$ cat config.mk
export PLATFORM = sky130hd
export DESIGN_NAME = qsas_top
export DESIGN_NICKNAME = d
export VERILOG_FILES = /design/src/include/qsas_pkg.sv /design/src/verilog/qsas_result_slot.sv /design/src/verilog/qsas_top.sv
export VERILOG_INCLUDE_DIRS = /design/src /design/src/include
export SDC_FILE = /design/constraint.sdc
export NUM_CORES = 1
export LEC_CHECK = 0
export ABC_CLOCK_PERIOD_IN_PS = 6900
export BUFFER_PORTS_ARGS = -buffer_cell sky130_fd_sc_hd__buf_2
export CAP_MARGIN = 20
export CELL_PAD_IN_SITES_DETAIL_PLACEMENT = 2
export CELL_PAD_IN_SITES_GLOBAL_PLACEMENT = 2
export CORE_AREA = 2 2 152 154
export DETAILED_ROUTE_END_ITERATION = 10
export DIE_AREA = 0 0 154 156
export PLACE_DENSITY = 0.81
export SYNTH_ARGS = -nofsm -noshare
export SYNTH_HDL_FRONTEND = slang
export SYNTH_SLANG_ARGS = --single-unit
$ cat constraint.sdc
create_clock -name CLK -period 6.9 [get_ports CLK]
set_input_delay 0 -clock CLK [delete_from_list [all_inputs] [get_ports CLK]]
set_output_delay 0 -clock CLK [all_outputs]
set_load 0.01 [all_outputs]
$ cat src/include/qsas_defines.svh
`ifndef QSAS_DEFINES_SVH
`define QSAS_DEFINES_SVH

// Clock and conversion timing
`define QSAS_CLK_MHZ 25.0
`define QSAS_CONV_TIME_US 1.65
`define QSAS_ACQ_TIME_US 0.35
`define QSAS_CONV_CYCLES ($rtoi(`QSAS_CONV_TIME_US * `QSAS_CLK_MHZ))
`define QSAS_ACQ_CYCLES ($rtoi($ceil(`QSAS_ACQ_TIME_US * `QSAS_CLK_MHZ)))
`define QSAS_EXT_CLKS_PER_CONV 6'h10
`define QSAS_EOC_PULSE_CYCLES 2'h2

// Converter geometry
`define QSAS_NUM_CH 4
`define QSAS_CODE_W 12
`define QSAS_CHSEL_RESET 4'hF

// AXI4-Lite register byte offsets
`define QSAS_REG_STATUS 4'h0
`define QSAS_REG_MASK 4'h4
`define QSAS_REG_STATE 4'h8
`define QSAS_REG_CHSEL 4'hC

// Status and mask bit positions
`define QSAS_EVT_CONV_DONE 0
`define QSAS_EVT_SEQ_DONE 1
`define QSAS_EVT_LATE_START 2
`define QSAS_EVT_W 3

// AXI responses
`define QSAS_RESP_OKAY 2'h0
`define QSAS_RESP_DECERR 2'h3

`endif

$ cat src/include/qsas_pkg.sv
package qsas_pkg;

	typedef enum logic [1:0] {
		QSAS_IDLE = 2'h0,
		QSAS_CONV = 2'h1,
		QSAS_EOC = 2'h3,
		QSAS_DONE = 2'h2
	} qsas_state_t;

	typedef logic [11:0] qsas_code_t;

	typedef struct packed {
		logic late_start;
		logic seq_done;
		logic conv_done;
	} qsas_evt_t;

	typedef struct packed {
		logic busy;
		logic hold;
		logic acq_ok;
		logic [2:0] count;
		logic [3:0] latched_sel;
		logic [3:0] reg_sel;
	} qsas_state_word_t;

endpackage : qsas_pkg

$ cat src/verilog/qsas_result_slot.sv
`timescale 1ns/10ps
`include "qsas_defines.svh"

module qsas_result_slot #(
	parameter int W = `QSAS_CODE_W
) (
	// Clock and reset
	input wire logic clk,
	input wire logic nrst,
	// Load port
	input wire logic load,
	input wire logic [W-1:0] din,
	// Stored value
	output logic [W-1:0] q
);

	logic [W-1:0] q_ff;

	always_ff @(posedge clk) begin
		if (!nrst) begin
			q_ff <= '0;
		end else if (load) begin
			q_ff <= din;
		end
	end

	assign q = q_ff;

endmodule : qsas_result_slot

$ cat src/verilog/qsas_top.sv
`timescale 1ns/10ps
`include "qsas_defines.svh"

module qsas_top (
	// Clock and reset
	input wire logic CLK,
	input wire logic NRST,
	// Conversion control pins
	input wire logic CONVERSION_START_N,
	input wire logic [3:0] HW_CHANNEL_SELECT,
	input wire logic SELECT_SOURCE,
	input wire logic CLOCK_SOURCE_SELECT,
	input wire logic EXTERNAL_CLOCK_IN,
	// Sampled channel codes from the analog front end
	input wire qsas_pkg::qsas_code_t [3:0] CHANNEL_CODE,
	// Parallel host bus
	input wire logic CHIP_SELECT_N,
	input wire logic READ_STROBE_N,
	input wire logic WRITE_STROBE_N,
	input wire logic [11:0] DATA_BUS_IN,
	output logic [11:0] DATA_BUS_OUT,
	output logic DATA_BUS_OE,
	// Status pins
	output logic BUSY,
	output logic END_OF_CONVERSION_N,
	output logic TRACK_HOLD,
	// AXI4-Lite write channels
	input wire logic [3:0] AWADDR,
	input wire logic AWVALID,
	output logic AWREADY,
	input wire logic [31:0] WDATA,
	input wire logic [3:0] WSTRB,
	input wire logic WVALID,
	output logic WREADY,
	output logic [1:0] BRESP,
	output logic BVALID,
	input wire logic BREADY,
	// AXI4-Lite read channels
	input wire logic [3:0] ARADDR,
	input wire logic ARVALID,
	output logic ARREADY,
	output logic [31:0] RDATA,
	output logic [1:0] RRESP,
	output logic RVALID,
	input wire logic RREADY,
	// Interrupt
	output logic IRQ
);

	localparam logic [5:0] CONV_CYCLES = 6'(`QSAS_CONV_CYCLES);
	localparam logic [3:0] ACQ_CYCLES = 4'(`QSAS_ACQ_CYCLES);

	qsas_pkg::qsas_state_t state_ff;
	qsas_pkg::qsas_state_t nxt_state;
	qsas_pkg::qsas_evt_t evt;
	qsas_pkg::qsas_state_word_t state_word;

	logic start_prev_ff;
	logic wr_prev_ff;
	logic rd_prev_ff;
	logic cs_prev_ff;
	logic ext_prev_ff;
	logic start_edge;
	logic wr_edge;
	logic rd_edge;
	logic ext_edge;
	logic [3:0] chsel_ff;
	logic [3:0] sel_mux;
	logic [3:0] latched_sel_ff;
	logic [3:0] pending_ff;
	logic [1:0] cur_chan;
	logic [5:0] timer_ff;
	logic [1:0] eoc_cnt_ff;
	logic [2:0] count_ff;
	logic [2:0] rd_ptr_ff;
	logic conv_end;
	logic [3:0] slot_load;
	qsas_pkg::qsas_code_t held_ff [4];
	qsas_pkg::qsas_code_t slot_q [4];
	logic [11:0] dout_ff;
	logic busy_ff;
	logic hold_ff;
	logic [3:0] acq_cnt_ff;
	logic [`QSAS_EVT_W-1:0] status_ff;
	logic [`QSAS_EVT_W-1:0] mask_ff;

	// Pins are synchronous; one stage gives edge detection
	always_ff @(posedge CLK) begin
		if (!NRST) begin
			start_prev_ff <= 1'b1;
			wr_prev_ff <= 1'b1;
			rd_prev_ff <= 1'b1;
			cs_prev_ff <= 1'b1;
			ext_prev_ff <= 1'b0;
		end else begin
			start_prev_ff <= CONVERSION_START_N;
			wr_prev_ff <= WRITE_STROBE_N;
			rd_prev_ff <= READ_STROBE_N;
			cs_prev_ff <= CHIP_SELECT_N;
			ext_prev_ff <= EXTERNAL_CLOCK_IN;
		end
	end

	assign start_edge = !start_prev_ff && CONVERSION_START_N;
	assign wr_edge = !wr_prev_ff && WRITE_STROBE_N && !cs_prev_ff;
	assign rd_edge = !rd_prev_ff && READ_STROBE_N && !cs_prev_ff;
	assign ext_edge = !ext_prev_ff && EXTERNAL_CLOCK_IN;

	always_ff @(posedge CLK) begin
		if (!NRST) begin
			chsel_ff <= `QSAS_CHSEL_RESET;
		end else if (wr_edge && READ_STROBE_N) begin
			chsel_ff <= DATA_BUS_IN[3:0];
		end
	end

	assign sel_mux = SELECT_SOURCE ? chsel_ff : HW_CHANNEL_SELECT;

	always_comb begin
		cur_chan = 2'h0;
		for (int i = `QSAS_NUM_CH - 1; i >= 0; i--) begin
			if (pending_ff[i]) begin
				cur_chan = 2'(i);
			end
		end
	end

	assign conv_end = CLOCK_SOURCE_SELECT ? (ext_edge && timer_ff == `QSAS_EXT_CLKS_PER_CONV - 6'h1)
		: (timer_ff == CONV_CYCLES - 6'h1);

	always_comb begin
		nxt_state = state_ff;
		case (state_ff)
			qsas_pkg::QSAS_IDLE: begin
				if (start_edge) begin
					nxt_state = (sel_mux == 4'h0) ? qsas_pkg::QSAS_DONE : qsas_pkg::QSAS_CONV;
				end
			end
			qsas_pkg::QSAS_CONV: begin
				if (conv_end) begin
					nxt_state = qsas_pkg::QSAS_EOC;
				end
			end
			qsas_pkg::QSAS_EOC: begin
				if (eoc_cnt_ff == `QSAS_EOC_PULSE_CYCLES - 2'h1) begin
					nxt_state = (pending_ff == 4'h0) ? qsas_pkg::QSAS_DONE : qsas_pkg::QSAS_CONV;
				end
			end
			qsas_pkg::QSAS_DONE: begin
				nxt_state = qsas_pkg::QSAS_IDLE;
			end
			default: begin
				nxt_state = qsas_pkg::QSAS_IDLE;
			end
		endcase
	end

	always_ff @(posedge CLK) begin
		if (!NRST) begin
			state_ff <= qsas_pkg::QSAS_IDLE;
		end else begin
			state_ff <= nxt_state;
		end
	end

	always_ff @(posedge CLK) begin
		if (!NRST) begin
			latched_sel_ff <= 4'h0;
			pending_ff <= 4'h0;
		end else if (state_ff == qsas_pkg::QSAS_IDLE && start_edge) begin
			latched_sel_ff <= sel_mux;
			pending_ff <= sel_mux;
		end else if (state_ff == qsas_pkg::QSAS_CONV && conv_end) begin
			pending_ff[cur_chan] <= 1'b0;
		end
	end

	always_ff @(posedge CLK) begin
		if (!NRST) begin
			timer_ff <= 6'h0;
		end else if (state_ff != qsas_pkg::QSAS_CONV || conv_end) begin
			timer_ff <= 6'h0;
		end else if (!CLOCK_SOURCE_SELECT || ext_edge) begin
			timer_ff <= timer_ff + 6'h1;
		end
	end

	always_ff @(posedge CLK) begin
		if (!NRST) begin
			eoc_cnt_ff <= 2'h0;
		end else if (state_ff == qsas_pkg::QSAS_EOC) begin
			eoc_cnt_ff <= eoc_cnt_ff + 2'h1;
		end else begin
			eoc_cnt_ff <= 2'h0;
		end
	end

	assign END_OF_CONVERSION_N = (state_ff != qsas_pkg::QSAS_EOC);

	always_ff @(posedge CLK) begin
		if (!NRST) begin
			for (int i = 0; i < `QSAS_NUM_CH; i++) begin
				held_ff[i] <= '0;
			end
		end else if (state_ff == qsas_pkg::QSAS_IDLE && start_edge) begin
			for (int i = 0; i < `QSAS_NUM_CH; i++) begin
				held_ff[i] <= CHANNEL_CODE[i];
			end
		end
	end

	// Results stored in conversion order, so reads walk them in order
	always_comb begin
		slot_load = 4'h0;
		if (state_ff == qsas_pkg::QSAS_CONV && conv_end) begin
			slot_load[count_ff[1:0]] = 1'b1;
		end
	end

	genvar g;
	generate
		for (g = 0; g < `QSAS_NUM_CH; g++) begin : g_slot
			// twos complement code kept as is
			qsas_result_slot #(.W(`QSAS_CODE_W)) u_slot (
				.clk(CLK),
				.nrst(NRST),
				.load(slot_load[g]),
				.din(held_ff[cur_chan]),
				.q(slot_q[g])
			);
		end
	endgenerate

	always_ff @(posedge CLK) begin
		if (!NRST) begin
			count_ff <= 3'h0;
		end else if (state_ff == qsas_pkg::QSAS_IDLE && start_edge) begin
			count_ff <= 3'h0;
		end else if (state_ff == qsas_pkg::QSAS_CONV && conv_end) begin
			count_ff <= count_ff + 3'h1;
		end
	end

	always_ff @(posedge CLK) begin
		if (!NRST) begin
			busy_ff <= 1'b0;
			hold_ff <= 1'b0;
		end else if (state_ff == qsas_pkg::QSAS_IDLE && start_edge) begin
			busy_ff <= 1'b1;
			hold_ff <= 1'b1;
		end else if (state_ff == qsas_pkg::QSAS_DONE) begin
			busy_ff <= 1'b0;
			hold_ff <= 1'b0;
		end
	end

	// Busy rises combinationally with the start edge
	assign BUSY = busy_ff || (state_ff == qsas_pkg::QSAS_IDLE && start_edge);
	assign TRACK_HOLD = hold_ff;

	always_ff @(posedge CLK) begin
		if (!NRST) begin
			acq_cnt_ff <= ACQ_CYCLES;
		end else if (hold_ff) begin
			acq_cnt_ff <= 4'h0;
		end else if (acq_cnt_ff != ACQ_CYCLES) begin
			acq_cnt_ff <= acq_cnt_ff + 4'h1;
		end
	end

	// each read takes the next result, holding at the last one
	always_ff @(posedge CLK) begin
		if (!NRST) begin
			rd_ptr_ff <= 3'h0;
		end else if (state_ff == qsas_pkg::QSAS_IDLE && start_edge) begin
			rd_ptr_ff <= 3'h0;
		end else if (rd_edge && rd_ptr_ff + 3'h1 < count_ff) begin
			rd_ptr_ff <= rd_ptr_ff + 3'h1;
		end
	end

	// data from flip-flop, frozen during a read
	always_ff @(posedge CLK) begin
		if (!NRST) begin
			dout_ff <= 12'h000;
		end else if (CHIP_SELECT_N || READ_STROBE_N) begin
			dout_ff <= slot_q[rd_ptr_ff[1:0]];
		end
	end

	assign DATA_BUS_OUT = dout_ff;
	// drive only under chip select and read
	assign DATA_BUS_OE = !CHIP_SELECT_N && !READ_STROBE_N;

	// Interrupt events
	assign evt.conv_done = (state_ff == qsas_pkg::QSAS_CONV) && conv_end;
	assign evt.seq_done = (state_ff == qsas_pkg::QSAS_DONE);
	assign evt.late_start = start_edge && (state_ff != qsas_pkg::QSAS_IDLE);

	assign state_word.busy = busy_ff;
	assign state_word.hold = hold_ff;
	assign state_word.acq_ok = (acq_cnt_ff == ACQ_CYCLES);
	assign state_word.count = count_ff;
	assign state_word.latched_sel = latched_sel_ff;
	assign state_word.reg_sel = chsel_ff;

	// AXI4-Lite slave
	logic aw_held_ff;
	logic w_held_ff;
	logic [3:0] awaddr_ff;
	logic [31:0] wdata_ff;
	logic [3:0] wstrb_ff;
	logic bvalid_ff;
	logic [1:0] bresp_ff;
	logic rvalid_ff;
	logic [1:0] rresp_ff;
	logic [31:0] rdata_ff;
	logic do_write;
	logic wr_status;
	logic wr_mask;

	assign AWREADY = !aw_held_ff && !bvalid_ff;
	assign WREADY = !w_held_ff && !bvalid_ff;
	assign ARREADY = !rvalid_ff;
	assign do_write = aw_held_ff && w_held_ff && !bvalid_ff;
	assign wr_status = do_write && awaddr_ff == `QSAS_REG_STATUS && wstrb_ff[0];
	assign wr_mask = do_write && awaddr_ff == `QSAS_REG_MASK && wstrb_ff[0];

	always_ff @(posedge CLK) begin
		if (!NRST) begin
			aw_held_ff <= 1'b0;
			awaddr_ff <= 4'h0;
		end else if (AWVALID && AWREADY) begin
			aw_held_ff <= 1'b1;
			awaddr_ff <= AWADDR;
		end else if (do_write) begin
			aw_held_ff <= 1'b0;
		end
	end

	always_ff @(posedge CLK) begin
		if (!NRST) begin
			w_held_ff <= 1'b0;
			wdata_ff <= 32'h0000_0000;
			wstrb_ff <= 4'h0;
		end else if (WVALID && WREADY) begin
			w_held_ff <= 1'b1;
			wdata_ff <= WDATA;
			wstrb_ff <= WSTRB;
		end else if (do_write) begin
			w_held_ff <= 1'b0;
		end
	end

	always_ff @(posedge CLK) begin
		if (!NRST) begin
			bvalid_ff <= 1'b0;
			bresp_ff <= `QSAS_RESP_OKAY;
		end else if (do_write) begin
			bvalid_ff <= 1'b1;
			bresp_ff <= (awaddr_ff[1:0] != 2'h0) ? `QSAS_RESP_DECERR : `QSAS_RESP_OKAY;
		end else if (BREADY) begin
			bvalid_ff <= 1'b0;
		end
	end

	// Set wins over a same-cycle clear
	always_ff @(posedge CLK) begin
		if (!NRST) begin
			status_ff <= '0;
		end else begin
			status_ff <= (status_ff & ~(wr_status ? wdata_ff[`QSAS_EVT_W-1:0] : '0)) | evt;
		end
	end

	always_ff @(posedge CLK) begin
		if (!NRST) begin
			mask_ff <= '0;
		end else if (wr_mask) begin
			mask_ff <= wdata_ff[`QSAS_EVT_W-1:0];
		end
	end

	assign IRQ = |(status_ff & mask_ff);

	always_ff @(posedge CLK) begin
		if (!NRST) begin
			rvalid_ff <= 1'b0;
			rresp_ff <= `QSAS_RESP_OKAY;
			rdata_ff <= 32'h0000_0000;
		end else if (ARVALID && ARREADY) begin
			rvalid_ff <= 1'b1;
			rresp_ff <= (ARADDR[1:0] != 2'h0) ? `QSAS_RESP_DECERR : `QSAS_RESP_OKAY;
			case (ARADDR)
				`QSAS_REG_STATUS: rdata_ff <= {29'h0, status_ff};
				`QSAS_REG_MASK: rdata_ff <= {29'h0, mask_ff};
				`QSAS_REG_STATE: rdata_ff <= {18'h0, state_word};
				`QSAS_REG_CHSEL: rdata_ff <= {28'h0, chsel_ff};
				default: rdata_ff <= 32'h0000_0000;
			endcase
		end else if (RREADY) begin
			rvalid_ff <= 1'b0;
		end
	end

	assign BVALID = bvalid_ff;
	assign BRESP = bresp_ff;
	assign RVALID = rvalid_ff;
	assign RRESP = rresp_ff;
	assign RDATA = rdata_ff;

endmodule : qsas_top
==> results of run 1 <==
[stage by stage]
step	hold WS [ns]	setup WS, ns	utilization	cell area [um^2]	power, mW
detailed placement	0.197	3.87	0.382	8540	1.36
global placement	0.196	3.93	0.382	8540	1.35
global route	0.0330	4.06	0.446	9970	2.54
finish	0.0223	4.22	0.446	9970	2.45
floorplan	0.101	4.44	-	8010	1.29
CTS	0.00323	4.27	0.444	9920	2.44
[critical path: cells and delay by family (launching register included)]
kind | cells | cell delay (ns)
AO/OA/AOI/OAI | 2 | 0.56
adder cells (fa/ha/maj) | 2 | 0.68
flip-flops | 1 | 0.93
AND/OR/NAND/NOR | 1 | 0.19
multiplexers | 1 | 0.22
[flip-flops by register name, indices dropped and copies added (netlist names), 6 cells and up]
register / flops
g_slot.u_slot.q: 48
held_ff: 48
RDATA: 13
DATA_BUS_OUT: 12
timer_ff: 6
[power by group through the flow]
stage	Combinational, mW	Clock (mW)	Sequential (mW)
2_1_floorplan	0.134	0	1.15
3_3_place_gp	0.180	0	1.17
3_5_place_dp	0.188	0	1.17
4_1_cts	0.223	1.07	1.14
5_1_grt	0.260	1.13	1.15
6_report	0.236	1.07	1.15
[logic make-up after synthesis]
logic type / Yosys count / share of synthesized area
and+or+nand+nor: 227 / 0.152
AOI/OAI and AO/OA: 216 / 0.173
DFF: 179 / 0.511
buffers and inverters: 103 / 0.0688
muxes: 36 / 0.0645
adders and majority gates: 12 / 0.0189
xor gates and xnor gates: 10 / 0.0110
other: 1 / 0.000472
[area by class of cell]
| type | count | area (um^2) |
|---|---|---|
| sequential | 179 | 4060 |
| inverter | 24 | 90.1 |
| timing repair buffer | 201 | 1430 |
| clock inverter | 12 | 165 |
| multi-input combinational | 519 | 3400 |
| fill | 2322 | 12400 |
| clock buffer | 20 | 468 |
| tap | 285 | 357 |
[cell usage in the layout (no fill, tap or decap), types with 4 or more instances in the layout]
cell,instances
and2_1,4
nand3_1,6
mux2i_1,22
mux4_2,12
nand3b_1,4
nor3_1,9
edfxtp_1,48
nor2_1,44
xnor2_1,7
clkbuf_16,18
buf_2,121
inv_6,6
a211oi_1,50
nand2b_1,16
dfxtp_1,131
and3_1,49
o21ai_0,27
a21oi_1,88
nand2_1,62
inv_1,22
nor2b_1,6
dlygate4sd3_1,75
and2_4,4
a21oi_2,9
a22oi_1,23
ha_1,12
conb_1,18
[path summary, 6_finish.rpt]
kind / slack [ns] / to / cells past startpoint
worst max register to register: 4.22 / rd_ptr_ff[2] / 6
worst min-delay path: 0.02 / latched_sel_ff[0] / 4
worst max-delay path: 4.22 / rd_ptr_ff[2] / 6
worst min register to register: 0.44 / eoc_cnt_ff[0] / 1
[layer usage]
metal / wire length [um] / vias up
met4: 564 / 0
li1: - / 3106
met3: 870 / 29
met1: 11300 / 3309
met2: 14500 / 130
met5: 0 / -
==> flow_summary.yaml, run 1 <==
routing:
  drt_drc_violations_left: 0
  wl_per_cell_um: 22.0
  routed_wirelength_um: 27300
  number_of_nets_with_antenna_violations_after_detailed_routing: 0
  drt_iter0_markers: 386
  vias_per_cell: 5.30
  vias: 6574
  first_pass_iters: 4
clock_tree:
  clock_sink_count: 179
  root_buffer_cell: "clkbuf_16"
  buffer_depth_of_the_longest_clock_path: 2
  hold_buffer_count_at_cts: 75
  clkTransAtPathRegs_ns: 0.07
  clk_latency_ns: 0.45
  cts_made_buffers: 17
  cts_resized: 0
  htree_num_levels: 4
  tritoncts_clock_tree: "done"
  cts_post_setup_buffers_inserted: 0
sta:
  timing.max_slew.rel_slack: 0.277
  maxSlewViolCount: 0
  timing_hold_violations_final: 0
  finalClockSkew_ns: 0.0204
  fin_crit_sh: 0.389
  setup_viol: 0
  grt_setup_unrepaired: "false"
  accumulated_negative_setup_slack_ns: 0
  final_period_minus_worst_setup_slack_ns: 2.68
  worst-slew-pin-transition_ns: 1.09
  timing_limited_maximum_frequency_mhz: 373
critical_path:
  path_common_cell: "ha_1"
  worst_path_max_delay_cell: "dfxtp_1"
  worst-setup-path-type: "reg2reg"
  setup.worst_path.start_class: "register"
  crit_fanout: 14
  category_of_the_worst_setup_path_capture_point: "register"
  worst_r2r_startpoint: "rd_ptr_ff[1]"
  critical_path.cell_chain: "ha_1, ha_1, a21boi_0, o21ai_0, nand3_1, mux2i_1"
  crit_path_start: "rd_ptr_ff[1]"
  cp_slowest_stage_delay_ns: 0.93
  cp_data_required_time_ns: 7.24
  arrival_time_reported_for_the_critical_path_endpoint_ns: 3.02
placement:
  place_hpwl_um: 14800
  io_buffer_count: 121
  place.detailed.instances: 1131
  routabilityCongestion: 0.748
pwr:
  power-per-cell-area_nw_per_um2: 246
  share_clk_of_total_power: 0.436
  vdd.ir_drop.worst_mv: 0.178
  share_seq_of_total_power: 0.467
  internal-power_mw: 1.83
  p_leak_nw: 3.99
  combinationalPowerShare: 0.096
  power.share.switching: 0.256
  switching_power_mw: 0.626
yosys:
  syn_avg_cell_area_um2: 10.1
  synth.cells.most_frequent: "dfxtp_1, a21oi_1, nand2_1"
  synthMostInstantiatedCell: "dfxtp_1"
  synth_area_leaders: "dfxtp_1, edfxtp_1, a21oi_1, a211oi_1, and3_1"
  synthDistinctLibCells: 59
  synth_ff_type: "dfxtp_1"
  mappedNetlistArea_um2: 7950
  async_flop_share: 0
  synthCells: 784
  synth_warnings: 0
  yosysTopAreaCell: "dfxtp_1"
  synth_enable_flop_cells: 48
  ys_seq_area_frac: 0.511
  register_bit_total_from_synthesis: 179
  synth_largest_type_area_fraction: 0.330
cells_and_area:
  post_layout_nonfiller_instances: 1240
  synthToLayoutAreaGrowth_pct: 25.5
  drive_above_1_share: 0.207
  count_of_antenna_diodes_in_the_layout: 0
  nets: 1076
floorplan:
  start_util: 0.355
  coreArea_um2: 22400
  rows: 55
  fp.dieArea_um2: 24000
  die_x_um: 154
  die_y_um: 156
  num_io_pins: 180
min_path:
  worstHoldPathType: "in2reg"
  worstHoldStart: "HW_CHANNEL_SELECT[0]"
job:
  max-cap-violations: 0
global_routing:
  vias_in_the_first_global_route: 7253
  grtUsageTotal: 0.225
  grtUsageMet3: 0.0378
  routing_layer_with_the_top_usage_in_global_route: "met2"
  grt_start_max_net_pins: 96
  grt_antenna_before_repair: 0
  total_congestion_overflow_after_global_routing: 0
  met2_usage: 0.415
  grt_use_met1: 0.265
  grt_first_pass_wirelength_um: 41700
run_status:
  outcome: "finished, final reports clean"
(Power assumes the default switching activity.)
==> run 2: changes to the inputs <==
--- a/config.mk
+++ b/config.mk
@@ -6,15 +6,15 @@
 export SDC_FILE = /design/constraint.sdc
 export NUM_CORES = 1
 export LEC_CHECK = 0
-export ABC_CLOCK_PERIOD_IN_PS = 6900
+export ABC_CLOCK_PERIOD_IN_PS = 2600
 export BUFFER_PORTS_ARGS = -buffer_cell sky130_fd_sc_hd__buf_2
 export CAP_MARGIN = 20
 export CELL_PAD_IN_SITES_DETAIL_PLACEMENT = 2
 export CELL_PAD_IN_SITES_GLOBAL_PLACEMENT = 2
-export CORE_AREA = 2 2 152 154
+export CORE_AREA = 2 2 156 158
 export DETAILED_ROUTE_END_ITERATION = 10
-export DIE_AREA = 0 0 154 156
-export PLACE_DENSITY = 0.81
+export DIE_AREA = 0 0 158 160
+export PLACE_DENSITY = 0.77
 export SYNTH_ARGS = -nofsm -noshare
 export SYNTH_HDL_FRONTEND = slang
 export SYNTH_SLANG_ARGS = --single-unit
==> constraint.sdc (replaced) <==
create_clock -name CLK -period 2.6 [get_ports CLK]
set_input_delay 0 -clock CLK [delete_from_list [all_inputs] [get_ports CLK]]
set_output_delay 0 -clock CLK [all_outputs]
set_load 0.01 [all_outputs]
==> flow_summary.yaml, run 2 (same netlist as run 1, synthesis figures left out) <==
critical_path:
  cp_slowest_stage_delay_ns: 0.55
  cp_data_required_time_ns: 2.93
  crit_fanout: 38
  arrival_time_reported_for_the_critical_path_endpoint_ns: 2.47
  worst-setup-path-type: "reg2reg"
  critical_path.cell_chain: "ha_1, and4b_1, o221a_4, buf_12, a21oi_2, a211oi_1"
  setup.worst_path.start_class: "register"
  worst_path_max_delay_cell: "o221a_4"
  category_of_the_worst_setup_path_capture_point: "register"
routing:
  vias: 6560
  number_of_nets_with_antenna_violations_after_detailed_routing: 0
  wl_per_cell_um: 19.5
  routed_wirelength_um: 25300
  first_pass_iters: 4
  vias_per_cell: 5.07
  drt_iter0_markers: 327
  drt_drc_violations_left: 0
cells_and_area:
  nets: 1088
  post_layout_nonfiller_instances: 1293
  synthToLayoutAreaGrowth_pct: 26.5
  final_core_density: 0.422
  layout.cells.most_common_list: "dfxtp_1, buf_2, a21oi_1"
  post-route-cell-area_um2: 10100
  drive_above_1_share: 0.217
  layout.cells.most_common: "dfxtp_1"
pwr:
  power-per-cell-area_nw_per_um2: 620
  vdd.ir_drop.worst_mv: 0.457
  fin_total_pwr_mw: 6.24
  switching_power_mw: 1.68
  share_clk_of_total_power: 0.415
  p_leak_nw: 4.02
  power.share.switching: 0.270
  combinationalPowerShare: 0.100
  share_seq_of_total_power: 0.485
  internal-power_mw: 4.56
floorplan:
  die_y_um: 160
  start_util: 0.334
  rows: 57
  coreArea_um2: 23800
  die_x_um: 158
  fp.dieArea_um2: 25300
  num_io_pins: 180
sta:
  final_period_minus_worst_setup_slack_ns: 2.14
  timing.max_slew.rel_slack: 0.304
  finalClockSkew_ns: 0.0133
  grt_setup_unrepaired: "false"
  worst_hold_slack_ns: 0.0236
  accumulated_negative_setup_slack_ns: 0
  timing_hold_violations_final: 0
  worst-slew-pin-transition_ns: 1.04
  fin_crit_sh: 0.822
  timing_limited_maximum_frequency_mhz: 468
  layout_setup_ws_ns: 0.462
  maxSlewViolCount: 0
  setup_viol: 0
run_status:
  outcome: "finished, final reports clean"
global_routing:
  grtUsageTotal: 0.206
  grt_start_max_net_pins: 95
  grt_first_pass_wirelength_um: 40100
  vias_in_the_first_global_route: 7239
  grt_antenna_before_repair: 2
  total_congestion_overflow_after_global_routing: 0
clock_tree:
  buffer_depth_of_the_longest_clock_path: 2
  cts_made_buffers: 17
  tritoncts_clock_tree: "done"
  root_buffer_cell: "clkbuf_16"
  clkTransAtPathRegs_ns: 0.08
  clk_latency_ns: 0.44
  clock_sink_count: 179
  htree_num_levels: 4
min_path:
  worstHoldPathType: "in2reg"
placement:
  place.detailed.instances: 1183
  placement.cell_area_um2: 8710
  place_hpwl_um: 15400
  io_buffer_count: 121
  place_worst_setup_slack_ns: 0.506
  routabilityCongestion: 0.769
job:
  max-cap-violations: 0
run 2: changes by cell type in the layout (fill, tap and decap cells not counted), moves of 2 or more:
cell / change
buf_4: +11
inv_8: +6
bufinv_16: -3
clkinvlp_4: +2
diode_2: +2
inv_6: -2
run 2: timing repair:
| action | CTS | global route |
|---|---|---|
| resized for setup | 0 | 0 |
| hold buffers | 76 | 0 |
| setup buffers | 0 | 0 |
| endpoints found under the hold margin | 77 | 0 |
run 2: power groups by stage:
stage | Combinational [mW] | Clock [mW] | Sequential, mW
floorplan | 0.354 | 0 | 3.06
global route | 0.688 | 2.75 | 3.04
finish | 0.622 | 2.59 | 3.03
CTS | 0.617 | 2.62 | 3.02
detailed placement | 0.522 | 0 | 3.09
global placement | 0.503 | 0 | 3.08
run 2: final timing paths:
kind	start	end	slack, ns	cells past startpoint
worst min-delay path	NRST	latched_sel_ff[0]	0.02	5
worst min register to register	eoc_cnt_ff[0]	eoc_cnt_ff[0]	0.42	1
worst max-delay path	timer_ff[0]	g_slot[1].u_slot.q[5]	0.46	6
worst max register to register	timer_ff[0]	g_slot[1].u_slot.q[5]	0.46	6
run 2: layer usage:
metal	vias up	global-route usage	wire, um
li1	3134	-	-
met1	3280	0.251	10700
met2	114	0.364	13400
met3	32	0.0342	623
met4	0	0.0708	579
met5	-	0	0
run 2: final cells by class:
class	instances	area, um^2
fill	2556	13800
sequential	179	4060
multi-input combinational	519	3400
timing repair buffer	213	1510
clock buffer	18	450
tap	324	405
clock inverter	14	130
inverter	24	90.1
antenna	2	5.00
run 2: critical path, delay by kind of cell (launching register included):
family / cells / cell delay [ns]
adder cells (fa/ha/maj): 1 / 0.21
AND/OR/NAND/NOR: 1 / 0.25
buffers and inverters: 1 / 0.24
flip-flops: 1 / 0.40
AO/OA/AOI/OAI: 3 / 0.90
